### src/mxo_pkg.sv
package mxo_pkg;
   // Operation codes presented by the sequencer
   typedef enum logic [2:0] {
      MXO_OP_NONE,
      MXO_OP_SUB_ACC_FROM_IMM,
      MXO_OP_ROM_TABLE_READ,
      MXO_OP_LOAD_TIMER0_MODE,
      MXO_OP_READ_TIMER0_MODE,
      MXO_OP_XOR_ACC_WITH_FILE,
      MXO_OP_XOR_IMM_WITH_ACC
   } mxo_op_t;
   // Datapath widths
   localparam int MXO_DATA_W = 8;
   localparam int MXO_ROM_W = 14;
   localparam int MXO_ROM_AW = 9;
   localparam int MXO_FILE_AW = 6;
   localparam int MXO_HIGH_W = 6;
   // Reset values
   localparam logic [7:0] MXO_ACC_RST = 8'h00;
   localparam logic [7:0] MXO_TIMER0_MODE_REG_RST = 8'h00;
   localparam logic [5:0] MXO_TABLE_HIGH_DATA_RST = 6'h00;
   localparam logic [7:0] MXO_TABLE_HIGH_POINTER_RST = 8'h00;
   // Instruction cycle counts
   localparam int MXO_TABLE_CYCLES = 2;
endpackage : mxo_pkg

### src/mxo_exec.sv
`timescale 1ns/10ps
`default_nettype none
module mxo_exec (
   input wire logic sys_clk_i,
   input wire logic sys_rst_i,
   input wire mxo_pkg::mxo_op_t op_i, // Operation, valid when op_valid_i
   input wire logic op_valid_i, // Issue strobe, ignored while busy_o
   input wire logic [7:0] imm_i, // Immediate operand
   input wire logic [5:0] file_addr_i, // File register 0..63
   input wire logic dest_i, // 0: accumulator, 1: file register
   input wire logic [7:0] file_rdata_i, // File register read data, same cycle
   input wire logic [7:0] table_high_pointer_i, // Table pointer register
   input wire logic [13:0] rom_data_i, // ROM word, same cycle as address
   output logic [8:0] rom_addr_o, // ROM table address
   output logic rom_rd_o, // ROM read request
   output logic [7:0] accumulator_o, // Accumulator
   output logic zero_flag_o, // Zero flag
   output logic digit_carry_flag_o, // Digit carry flag
   output logic carry_flag_o, // Carry flag
   output logic [7:0] timer0_mode_reg_o, // Timer0 mode register
   output logic [5:0] table_high_data_o, // Table high data
   output logic file_we_o, // File register write pulse
   output logic [5:0] file_waddr_o, // File write address
   output logic [7:0] file_wdata_o, // File write data
   output logic busy_o // Table read in progress
);
   import mxo_pkg::*;

   // All block state apart from the table sequencer
   typedef struct packed {
      logic [7:0] acc;
      logic z;
      logic dc;
      logic c;
      logic [7:0] timer0_mode_reg;
      logic [5:0] table_high_data;
      logic [8:0] rom_addr;
      logic rom_rd;
      logic fwe;
      logic [5:0] fwaddr;
      logic [7:0] fwdata;
      logic busy;
   } mxo_state_t;

   mxo_state_t s_r; // Registered state
   mxo_state_t s_nxt; // Next state

   logic [7:0] alu_a; // ALU first operand
   logic [7:0] alu_b; // ALU second operand
   logic alu_sub; // Subtract select
   logic [7:0] alu_res; // ALU result
   logic alu_z; // ALU zero
   logic alu_dc; // ALU digit carry
   logic alu_c; // ALU carry
   logic tbl_busy; // Sequencer in capture cycle
   logic tbl_done; // Capture done pulse
   logic issue; // Accepted operation
   logic tbl_start; // Table read start

   // Accepted unless the table capture cycle is running
   assign issue = op_valid_i && !tbl_busy;
   // Table read begins on an accepted issue
   assign tbl_start = issue && (op_i == MXO_OP_ROM_TABLE_READ);

   // Operand selection for the shared ALU
   always_comb begin
      alu_a = s_r.acc;
      alu_b = imm_i;
      alu_sub = 1'b0;
      unique case (op_i)
         MXO_OP_SUB_ACC_FROM_IMM: begin
            // Immediate on the minuend side
            alu_a = imm_i;
            alu_b = s_r.acc;
            alu_sub = 1'b1;
         end
         MXO_OP_XOR_ACC_WITH_FILE: begin
            // File register against the accumulator
            alu_b = file_rdata_i;
         end
         default: begin
            // Immediate against the accumulator
            alu_b = imm_i;
         end
      endcase
   end

   // Arithmetic unit
   mxo_alu u_alu (
      .a_i(alu_a),
      .b_i(alu_b),
      .sub_i(alu_sub),
      .res_o(alu_res),
      .z_o(alu_z),
      .dc_o(alu_dc),
      .c_o(alu_c)
   );

   // Table read sequencer
   mxo_tbl u_tbl (
      .sys_clk_i(sys_clk_i),
      .sys_rst_i(sys_rst_i),
      .start_i(tbl_start),
      .busy_o(tbl_busy),
      .done_o(tbl_done)
   );

   // Next-state logic
   always_comb begin
      s_nxt = s_r;
      s_nxt.rom_rd = 1'b0;
      s_nxt.fwe = 1'b0;
      s_nxt.busy = tbl_start;
      // Capture the ROM word in the second table cycle
      if (tbl_busy) begin
         s_nxt.acc = rom_data_i[7:0];
         s_nxt.table_high_data = rom_data_i[13:8];
      end else if (issue) begin
         unique case (op_i)
            MXO_OP_SUB_ACC_FROM_IMM: begin
               // Difference and all three flags
               s_nxt.acc = alu_res;
               s_nxt.z = alu_z;
               s_nxt.dc = alu_dc;
               s_nxt.c = alu_c;
            end
            MXO_OP_ROM_TABLE_READ: begin
               // Address registered now, on rom_addr_o next cycle, word captured in that cycle
               s_nxt.rom_addr = {table_high_pointer_i[0], s_r.acc};
               s_nxt.rom_rd = 1'b1;
            end
            MXO_OP_LOAD_TIMER0_MODE: begin
               // Flags untouched
               s_nxt.timer0_mode_reg = s_r.acc;
            end
            MXO_OP_READ_TIMER0_MODE: begin
               // Flags untouched
               s_nxt.acc = s_r.timer0_mode_reg;
            end
            MXO_OP_XOR_ACC_WITH_FILE: begin
               // Zero flag only
               s_nxt.z = alu_z;
               // Destination bit picks accumulator or file
               if (dest_i) begin
                  s_nxt.fwe = 1'b1;
                  s_nxt.fwaddr = file_addr_i;
                  s_nxt.fwdata = alu_res;
               end else begin
                  s_nxt.acc = alu_res;
               end
            end
            MXO_OP_XOR_IMM_WITH_ACC: begin
               // Zero flag only
               s_nxt.acc = alu_res;
               s_nxt.z = alu_z;
            end
            default: begin
               // No operation: state kept
               s_nxt.rom_rd = 1'b0;
            end
         endcase
      end
   end

   // State register
   always_ff @(posedge sys_clk_i) begin
      if (sys_rst_i) begin
         s_r <= '{acc: MXO_ACC_RST, z: 1'b0, dc: 1'b0, c: 1'b0, timer0_mode_reg: MXO_TIMER0_MODE_REG_RST,
                  table_high_data: MXO_TABLE_HIGH_DATA_RST, rom_addr: 9'h000, rom_rd: 1'b0, fwe: 1'b0,
                  fwaddr: 6'h00, fwdata: 8'h00, busy: 1'b0};
      end else begin
         s_r <= s_nxt;
      end
   end

   // Outputs straight from flip-flops
   assign accumulator_o = s_r.acc;
   assign zero_flag_o = s_r.z;
   assign digit_carry_flag_o = s_r.dc;
   assign carry_flag_o = s_r.c;
   assign timer0_mode_reg_o = s_r.timer0_mode_reg;
   assign table_high_data_o = s_r.table_high_data;
   assign rom_addr_o = s_r.rom_addr;
   assign rom_rd_o = s_r.rom_rd;
   assign file_we_o = s_r.fwe;
   assign file_waddr_o = s_r.fwaddr;
   assign file_wdata_o = s_r.fwdata;
   assign busy_o = s_r.busy;

   // Immediate subtract result one cycle later
   a_sub_result: assert property (@(posedge sys_clk_i) disable iff (sys_rst_i)
      issue && op_i == MXO_OP_SUB_ACC_FROM_IMM |=>
      accumulator_o == 8'($past(imm_i) - $past(s_r.acc)))
      else $error("subtract result wrong");

   // Carry set when the subtraction needs no borrow
   a_sub_carry: assert property (@(posedge sys_clk_i) disable iff (sys_rst_i)
      issue && op_i == MXO_OP_SUB_ACC_FROM_IMM |=>
      carry_flag_o == ($past(imm_i) >= $past(s_r.acc)))
      else $error("subtract carry wrong");

   // Digit carry set when the low nibble needs no borrow
   a_sub_digit: assert property (@(posedge sys_clk_i) disable iff (sys_rst_i)
      issue && op_i == MXO_OP_SUB_ACC_FROM_IMM |=>
      digit_carry_flag_o == ($past(imm_i[3:0]) >= $past(s_r.acc[3:0])))
      else $error("subtract digit carry wrong");

   // Zero after subtract when both operands matched
   a_sub_zero: assert property (@(posedge sys_clk_i) disable iff (sys_rst_i)
      issue && op_i == MXO_OP_SUB_ACC_FROM_IMM |=>
      zero_flag_o == ($past(imm_i) == $past(s_r.acc)))
      else $error("subtract zero flag wrong");

   // Table address is pointer bit 0 above the accumulator
   a_table_addr: assert property (@(posedge sys_clk_i) disable iff (sys_rst_i)
      tbl_start |=> rom_rd_o && rom_addr_o == {$past(table_high_pointer_i[0]), $past(s_r.acc)})
      else $error("table address wrong");

   // High ROM bits land in table high data, carry kept
   a_table_data: assert property (@(posedge sys_clk_i) disable iff (sys_rst_i)
      tbl_start |=> ##1 table_high_data_o == $past(rom_data_i[13:8]) && $stable(carry_flag_o))
      else $error("table high data wrong");

   // Low ROM byte lands in the accumulator, flags kept
   a_table_acc: assert property (@(posedge sys_clk_i) disable iff (sys_rst_i)
      tbl_start |=> ##1 tbl_done && accumulator_o == $past(rom_data_i[7:0])
      && $stable(zero_flag_o) && $stable(digit_carry_flag_o))
      else $error("table accumulator wrong");

   // Busy stands for the capture cycle only
   a_table_busy: assert property (@(posedge sys_clk_i) disable iff (sys_rst_i)
      tbl_start |=> busy_o ##1 !busy_o)
      else $error("table busy length wrong");

   // Nothing is taken while the capture cycle runs
   a_busy_refuse: assert property (@(posedge sys_clk_i) disable iff (sys_rst_i)
      tbl_busy |=> !file_we_o && !rom_rd_o && $stable(timer0_mode_reg_o))
      else $error("operation taken while busy");

   // Timer0 mode load keeps the zero flag
   a_timer0_mode_reg_load: assert property (@(posedge sys_clk_i) disable iff (sys_rst_i)
      issue && op_i == MXO_OP_LOAD_TIMER0_MODE |=> timer0_mode_reg_o == $past(s_r.acc) && $stable(zero_flag_o))
      else $error("timer mode load wrong");

   // Timer0 mode register moves only on its load
   a_timer0_mode_reg_hold: assert property (@(posedge sys_clk_i) disable iff (sys_rst_i)
      !(issue && op_i == MXO_OP_LOAD_TIMER0_MODE) |=> $stable(timer0_mode_reg_o))
      else $error("timer mode changed without load");

   // Timer0 mode read keeps the carry flag
   a_timer0_mode_reg_read: assert property (@(posedge sys_clk_i) disable iff (sys_rst_i)
      issue && op_i == MXO_OP_READ_TIMER0_MODE |=> accumulator_o == $past(s_r.timer0_mode_reg) && $stable(carry_flag_o))
      else $error("timer mode read wrong");

   // File XOR written back, accumulator kept
   a_xor_file: assert property (@(posedge sys_clk_i) disable iff (sys_rst_i)
      issue && op_i == MXO_OP_XOR_ACC_WITH_FILE && dest_i |=>
      file_we_o && file_wdata_o == ($past(s_r.acc) ^ $past(file_rdata_i)) && $stable(accumulator_o))
      else $error("file xor wrong");

   // File XOR into the accumulator, no file write
   a_xor_acc: assert property (@(posedge sys_clk_i) disable iff (sys_rst_i)
      issue && op_i == MXO_OP_XOR_ACC_WITH_FILE && !dest_i |=>
      accumulator_o == ($past(s_r.acc) ^ $past(file_rdata_i)) && !file_we_o && $stable(carry_flag_o))
      else $error("file xor to accumulator wrong");

   // File XOR zero flag follows the written value
   a_xor_zero: assert property (@(posedge sys_clk_i) disable iff (sys_rst_i)
      issue && op_i == MXO_OP_XOR_ACC_WITH_FILE && dest_i |=>
      zero_flag_o == ($past(s_r.acc) == $past(file_rdata_i)) && file_waddr_o == $past(file_addr_i)
      && $stable(digit_carry_flag_o))
      else $error("file xor zero flag wrong");

   // Immediate XOR into the accumulator, carry kept
   a_xor_imm: assert property (@(posedge sys_clk_i) disable iff (sys_rst_i)
      issue && op_i == MXO_OP_XOR_IMM_WITH_ACC |=>
      accumulator_o == ($past(s_r.acc) ^ $past(imm_i)) && zero_flag_o == (accumulator_o == 8'h00)
      && $stable(carry_flag_o))
      else $error("immediate xor wrong");

   // Immediate XOR leaves digit carry and the file alone
   a_xor_imm_dc: assert property (@(posedge sys_clk_i) disable iff (sys_rst_i)
      issue && op_i == MXO_OP_XOR_IMM_WITH_ACC |=>
      $stable(digit_carry_flag_o) && !file_we_o)
      else $error("immediate xor side effect");

   // Main scenarios
   c_table_read: cover property (@(posedge sys_clk_i) disable iff (sys_rst_i) tbl_start ##2 !tbl_busy);
   c_sub_borrow: cover property (@(posedge sys_clk_i) disable iff (sys_rst_i)
      issue && op_i == MXO_OP_SUB_ACC_FROM_IMM ##1 !carry_flag_o);
   c_xor_file: cover property (@(posedge sys_clk_i) disable iff (sys_rst_i) file_we_o);
   c_busy_refuse: cover property (@(posedge sys_clk_i) disable iff (sys_rst_i) tbl_busy && op_valid_i);
   c_sub_zero: cover property (@(posedge sys_clk_i) disable iff (sys_rst_i)
      issue && op_i == MXO_OP_SUB_ACC_FROM_IMM ##1 zero_flag_o);
endmodule : mxo_exec
`default_nettype wire

### src/mxo_alu.sv
`timescale 1ns/10ps
`default_nettype none
// Subtract and exclusive-OR arithmetic with flag generation
module mxo_alu (
   input wire logic [7:0] a_i,
   input wire logic [7:0] b_i,
   input wire logic sub_i,
   output logic [7:0] res_o,
   output logic z_o,
   output logic dc_o,
   output logic c_o
);
   import mxo_pkg::*;
   logic [8:0] diff; // Full difference with borrow-out complement
   logic [4:0] ldiff; // Low nibble difference
   // a - b as a + ~b + 1; carry out means no borrow
   always_comb begin
      diff = {1'b0, a_i} + {1'b0, ~b_i} + 9'h001;
      ldiff = {1'b0, a_i[3:0]} + {1'b0, ~b_i[3:0]} + 5'h01;
      res_o = sub_i ? diff[7:0] : (a_i ^ b_i);
      z_o = (res_o == 8'h00);
      dc_o = ldiff[4];
      c_o = diff[8];
   end
endmodule : mxo_alu
`default_nettype wire

### src/mxo_tbl.sv
`timescale 1ns/10ps
`default_nettype none
// Two-cycle table read sequencer: issue address, then capture word
module mxo_tbl (
   input wire logic sys_clk_i,
   input wire logic sys_rst_i,
   input wire logic start_i,
   output logic busy_o,
   output logic done_o
);
   import mxo_pkg::*;
   typedef enum logic {MXO_T_IDLE, MXO_T_WAIT} mxo_tstate_t;
   typedef struct packed {
      mxo_tstate_t st;
      logic done;
   } mxo_tbl_t;
   mxo_tbl_t q_r; // State
   mxo_tbl_t q_nxt; // Next state
   // Next-state logic
   always_comb begin
      q_nxt = q_r;
      q_nxt.done = 1'b0;
      unique case (q_r.st)
         MXO_T_IDLE: begin
            if (start_i) begin
               q_nxt.st = MXO_T_WAIT;
            end
         end
         MXO_T_WAIT: begin
            q_nxt.st = MXO_T_IDLE;
            q_nxt.done = 1'b1;
         end
      endcase
   end
   // Register
   always_ff @(posedge sys_clk_i) begin
      if (sys_rst_i) begin
         q_r <= '{st: MXO_T_IDLE, done: 1'b0};
      end else begin
         q_r <= q_nxt;
      end
   end
   assign busy_o = (q_r.st == MXO_T_WAIT);
   assign done_o = q_r.done;
endmodule : mxo_tbl
`default_nettype wire

### config.mk
export PLATFORM = sky130hd
export DESIGN_NAME = mxo_exec
export DESIGN_NICKNAME = d
export VERILOG_FILES = /design/src/mxo_pkg.sv /design/src/mxo_exec.sv /design/src/mxo_alu.sv /design/src/mxo_tbl.sv
export SDC_FILE = /design/constraint.sdc
export NUM_CORES = 1
export LEC_CHECK = 0
export BUFFER_PORTS_ARGS = -buffer_cell sky130_fd_sc_hd__clkbuf_2
export CORE_MARGIN = 3
export CORE_UTILIZATION = 50
export CTS_CLUSTER_SIZE = 8
export DETAILED_ROUTE_END_ITERATION = 6
export PLACE_DENSITY = 0.84
export SLEW_MARGIN = 40
export SYNTH_ARGS = -nofsm -noshare
export SYNTH_HDL_FRONTEND = slang
export SYNTH_HIERARCHICAL = 1
export SYNTH_SLANG_ARGS = --single-unit
### constraint.sdc
create_clock -name sys_clk_i -period 5.9 [get_ports sys_clk_i]
set_input_delay 1.475 -clock sys_clk_i [delete_from_list [all_inputs] [get_ports sys_clk_i]]
set_output_delay 1.475 -clock sys_clk_i [all_outputs]
set_load 0.02 [all_outputs]
* Yosys cells after proc, flatten, opt, wreduce, memory -nomap -nowiden
Index checks and enable logic that the tools add are counted.
** Word-level totals
- Flip-flop bits (word level) :: 52
- Bits of input ports :: 51
- Output and inout port bits :: 51
- Logic and storage cells :: 61
** Operators by class
- $add $sub $neg :: 4
- Equal/unequal tests :: 7
- Mux-type cells :: 15
- Bitwise logic cells :: 6
- Reduce and logical (&&, ||, !) cells :: 16
** Operators by type and width (number)
- $mux W8 :: 5
- $pmux W8 S3 :: 1
- $mux W19 :: 1
- $pmux W8 S2 :: 1
- $mux W15 :: 1
- $reduce_and A3 Y1 :: 5
- $add A8 B8 Y9 :: 1
- $add A9 B1 Y9 const B :: 1
- $eq A3 B3 Y1 const B :: 3
- $logic_not A8 Y1 :: 1
- $not A8 Y8 :: 1
- $xor A8 B8 Y8 :: 1
- $eq A3 B2 Y1 const B :: 2
- $reduce_or A3 Y1 :: 2
- $add A4 B4 Y5 :: 1
- $add A5 B1 Y5 const B :: 1
- $mux W1 :: 4
- $not A4 Y4 :: 1
- $reduce_and A4 Y1 :: 1
- $reduce_bool A4 Y1 :: 1
- $reduce_or A4 Y1 :: 1
- $eq A3 B1 Y1 const B :: 1
- $ne A3 B2 Y1 const B :: 1
- $not A1 Y1 :: 3
- 6 further kinds :: 7

* Depth between registers and ports, before layout
- Depth in word-level cells :: 10
- Mapped depth :: 15
- Mapped depth without buffers :: 12

* Hierarchy
The synthesis kept the hierarchy.
** Modules (own cells, without submodules)
- mxo_exec :: times used 1, cells an instance 252, area an instance 2364.8 µm², sequential area each 1021.0 µm²
- mxo_alu :: times used 1, cells an instance 73, area an instance 516.7 µm², sequential area each 0.0 µm²
- mxo_tbl :: times used 1, cells an instance 4, area an instance 58.8 µm², sequential area each 40.0 µm²

* Worst setup path after synthesis
OpenSTA, ideal clock, no wires.
- Path type :: input to register
- Start point :: in op_i[2]
- End point :: reg s_r (netlist bit zero_flag_o)
- Library setup time :: 72 ps
- Data arrival time :: 3907 ps
- Required time :: 5828 ps
- Slack :: 1920 ps
- Stages :: 12
- Buffers on the path :: 2
- Cell sequence :: nor3b_1 > buf_2 > mux2_2 > ha_1 > clkbuf_1 > a211oi_1 > o21ai_1 > a41oi_2 > xnor2_1 > nor4_2 > nand3_1 > a21oi_1
** Between the ends
- Elaborated cells on any way between the ends :: 14
- Classes of those cells :: 2 x add/sub; 3 x eq/ne; 4 x mux; 2 x bitwise; 3 x reduce/logical
** RTL lines
- start: declaration :: RTL line mxo_exec.sv:6 : input wire mxo_pkg::mxo_op_t op_i,
- $eq A3 B1 Y1 :: RTL line mxo_exec.sv:70 : unique case (op_i)
- $mux W1 :: RTL line mxo_exec.sv:70
- named net alu_sub :: RTL line mxo_exec.sv:50 : logic alu_sub;
- $mux W8 :: RTL line mxo_alu.sv:20 : res_o = sub_i ? diff[7:0] : (a_i ^ b_i);
- named net alu_res[7] :: RTL line mxo_exec.sv:51 : logic [7:0] alu_res;
- $logic_not A8 Y1 :: RTL line mxo_alu.sv:21 : z_o = (res_o == 8'h00);
- named net alu_z :: RTL line mxo_exec.sv:52 : logic alu_z;
- end signal: assignment :: RTL line mxo_exec.sv:168 : s_r <= '{acc: MXO_ACC_RST, z: 1'b0, dc: 1'b0, c: 1'b0, timer0_mode_reg: MXO_TIMER0_MODE_REG_RST,
- end signal: assignment :: RTL line mxo_exec.sv:172 : s_r <= s_nxt;
- end: declaration :: RTL line mxo_exec.sv:45 : mxo_state_t s_r;
The timed path passes the listed nets, and every way through them passes these cells.
A chain may end at the register's enable or synchronous reset.

* Final worst setup path
- Start point :: in op_i[2]
- End point :: reg s_r (netlist bit zero_flag_o)
** Between the ends
- Elaborated cells on any way between the ends :: 14
- Classes of those cells :: 2 x add/sub; 3 x eq/ne; 4 x mux; 2 x bitwise; 3 x reduce/logical
** RTL lines
- $eq A3 B1 Y1 :: RTL line mxo_exec.sv:70
- $mux W8 :: RTL line mxo_exec.sv:70
- named net alu_a[1] :: RTL line mxo_exec.sv:48 : logic [7:0] alu_a;
- $add A8 B8 Y9 :: RTL line mxo_alu.sv:18 : diff = {1'b0, a_i} + {1'b0, ~b_i} + 9'h001;
- $add A9 B1 Y9 :: RTL line mxo_alu.sv:18
- $mux W8 :: RTL line mxo_alu.sv:20
- named net alu_res[7] :: RTL line mxo_exec.sv:51
- $logic_not A8 Y1 :: RTL line mxo_alu.sv:21
- named net alu_z :: RTL line mxo_exec.sv:52
The timed path passes the listed nets, and every way through them passes these cells.

==> reports/qor.csv <==
metric,value,unit
clk_pin_slew,0.09,ns
setup_viol,0,
grt_pass1_vias,2541,
fin_nets,470,
place_congestion,0.8382,
r2r_cells,11,
syn_area,0.002914,mm²
crit_path_top_delay_cell,nor3b_4,
final_layout_size_suffix_gt1_share,34.79,%
finalHoldViolCount,0,
ir_drop,0.2241,mV
gr-usage-met1,27.80,%
p_leak,1.606,nW
cp-end-kind,register,
antenna_found_initial,0,
ioPinCount,102,
dpl.hpwl,5.506,mm
final_max_slew_viol_count,0,
fin_crit,4.260,ns
maxSlewHeadroom,48.95,%
antenna_cells,0,
cts_setup_buffers,0,
syn_area_per_cell,8.911,µm²
grt_max_degree,54,
min-delay-path-class,reg -> reg,
cts.htree.levels,2,
synthCells,327,
status,"complete, no violations",
die_area,0.006780,mm²
grt.busiest_layer,met2,
post_cts_resized,0,
rows,27,
drc,0,
ctsHoldBuffers,0,
tightest_slew,0.7658,ns
fin_crit_sh,72.21,%
worstSetupStartpointType,input pin,
synthToLayoutAreaGrowth,20.48,%
grt_pass1_wl,11.82,mm
grtUsageMet3,4.881,%
via_per_inst,5.573,
cts_tree,yes,
wirelength,7.438,mm
worstPathArrival,4.50,ns
cts_buffer_depth,2,
max_freq,234.7,MHz
synth_warnings,6,
port-buffer-count,94,
cp_max_fo,14,
drt_iter0_markers,93,
postRouteAntennaNets,0,
avgRoutedWirePerCell,15.40,µm
grt_usage,22.55,%
clock_sinks,52,
p_per_area,218.3,mW/mm²
clock_skew,0.008505,ns
cap_violations,0,
critPathKind,in -> reg,
crit_path_cell_trace,clkbuf_2 > nor3b_4 > mux2_2 > ha_1 > nor2b_1 > o221a_4 > a41oi_2 > xnor2_1 > nor4_2 > nand3_1 > a21oi_1,
whs_path_depth,2,
die_w,82.34,µm
core_area,0.005574,mm²
fillers,496,
syn_nets,387,
clock_latency,0.30,ns
dieHeight,82.34,µm
overflow,0,
root_buffer,clkbuf_8,
cts_buffers,5,
initial_core_util,52.28,%
cp.required,6.14,ns
use_met2,38.14,%
final_util,62.99,%
firstDrtPassIters,5,
vias,2692,
fin_setup_tns,0,ns
rsz0062_at_grt,no,
max_stage_delay,0.61,ns
==> report_power, final <==
group	switching, W	internal (W)
clock network	0.000110	0.000126
logic	0.0000969	0.0000673
registers	0.00000979	0.000357
total	0.000216	0.000550
==> worst max-delay path, delay by kind of cell <==
kind | cells | cell delay (ns)
AOI/OAI and AO/OA | 3 | 0.52
muxes | 1 | 0.43
buffers and inverters | 1 | 0.28
xor gates and xnor gates | 1 | 0.25
and+or+nand+nor | 4 | 1.23
adders and majority gates | 1 | 0.30
==> worst paths after layout <==
kind / from / endpoint / slack (ns)
setup / recovery: op_i[2] / zero_flag_o$_SDFFE_PP0P_ / 1.64
hold / removal: digit_carry_flag_o$_SDFFE_PP0P_ / digit_carry_flag_o$_SDFFE_PP0P_ / 0.46
setup reg to reg: accumulator_o[1]$_SDFFE_PP0P_ / zero_flag_o$_SDFFE_PP0P_ / 3.12
hold reg to reg: digit_carry_flag_o$_SDFFE_PP0P_ / digit_carry_flag_o$_SDFFE_PP0P_ / 0.46
==> layer usage <==
metal,up-vias,wire [µm]
met5,-,0
met4,0,138
met3,9,538
met2,98,3590
met1,1272,3170
li1,1313,-
==> sequential cells by signal, summed over array words and instances, names as in the netlist, 6 cells and up <==
| signal | cells |
|---|---|
| file_waddr_o | 6 |
| timer0_mode_reg_o | 8 |
| rom_addr_o | 9 |
| file_wdata_o | 8 |
| table_high_data_o | 6 |
| accumulator_o | 8 |
==> area by class of cell <==
type	instances	area, µm²	share of cell area [%]
Sequential cell	52	1042	29.69
Clock inverter	2	35.03	0.9979
Multi-Input combinational cell	240	1722	49.04
Inverter	13	48.80	1.390
Timing Repair Buffer	98	500.5	14.26
Clock buffer	6	72.57	2.067
Tap cell	72	90.09	2.566
==> stage by stage <==
| step | hold WS, ns | setup slack, ns | cells | area [µm²] | power [W] |
|---|---|---|---|---|---|
| 6_report | 0.4577 | 1.640 | 483 | 3511 | 0.0007664 |
| 5_1_grt | 0.4749 | 1.508 | 483 | 3511 | 0.0008035 |
| 4_1_cts | 0.4585 | 1.455 | 482 | 3496 | 0.0007697 |
| 3_5_place_dp | 0.4456 | 1.147 | 474 | 3388 | 0.0005349 |
| 3_3_place_gp | 0.4412 | 1.209 | 474 | 3382 | 0.0005298 |
| 2_1_floorplan | 0.4028 | 1.921 | 327 | 2914 | 0.0004862 |
==> layout by cell type (no fill, tap or decap), drive strengths merged, types with 2 or more instances in the layout <==
cell / n
nor2: 28
a32o: 2
mux2i: 40
xor2: 4
o21ai: 14
nor3: 2
dfxtp: 52
mux2: 8
a21oi: 29
or2: 2
a211oi: 2
clkbuf: 100
nand2: 46
nor3b: 2
xnor2: 2
or3: 2
ha: 8
a22o: 8
o22ai: 10
nand3: 4
nor4: 2
buf: 4
inv: 13
nand2b: 4
nor2b: 8
No activity file was read; power rests on OpenSTA's default activity.
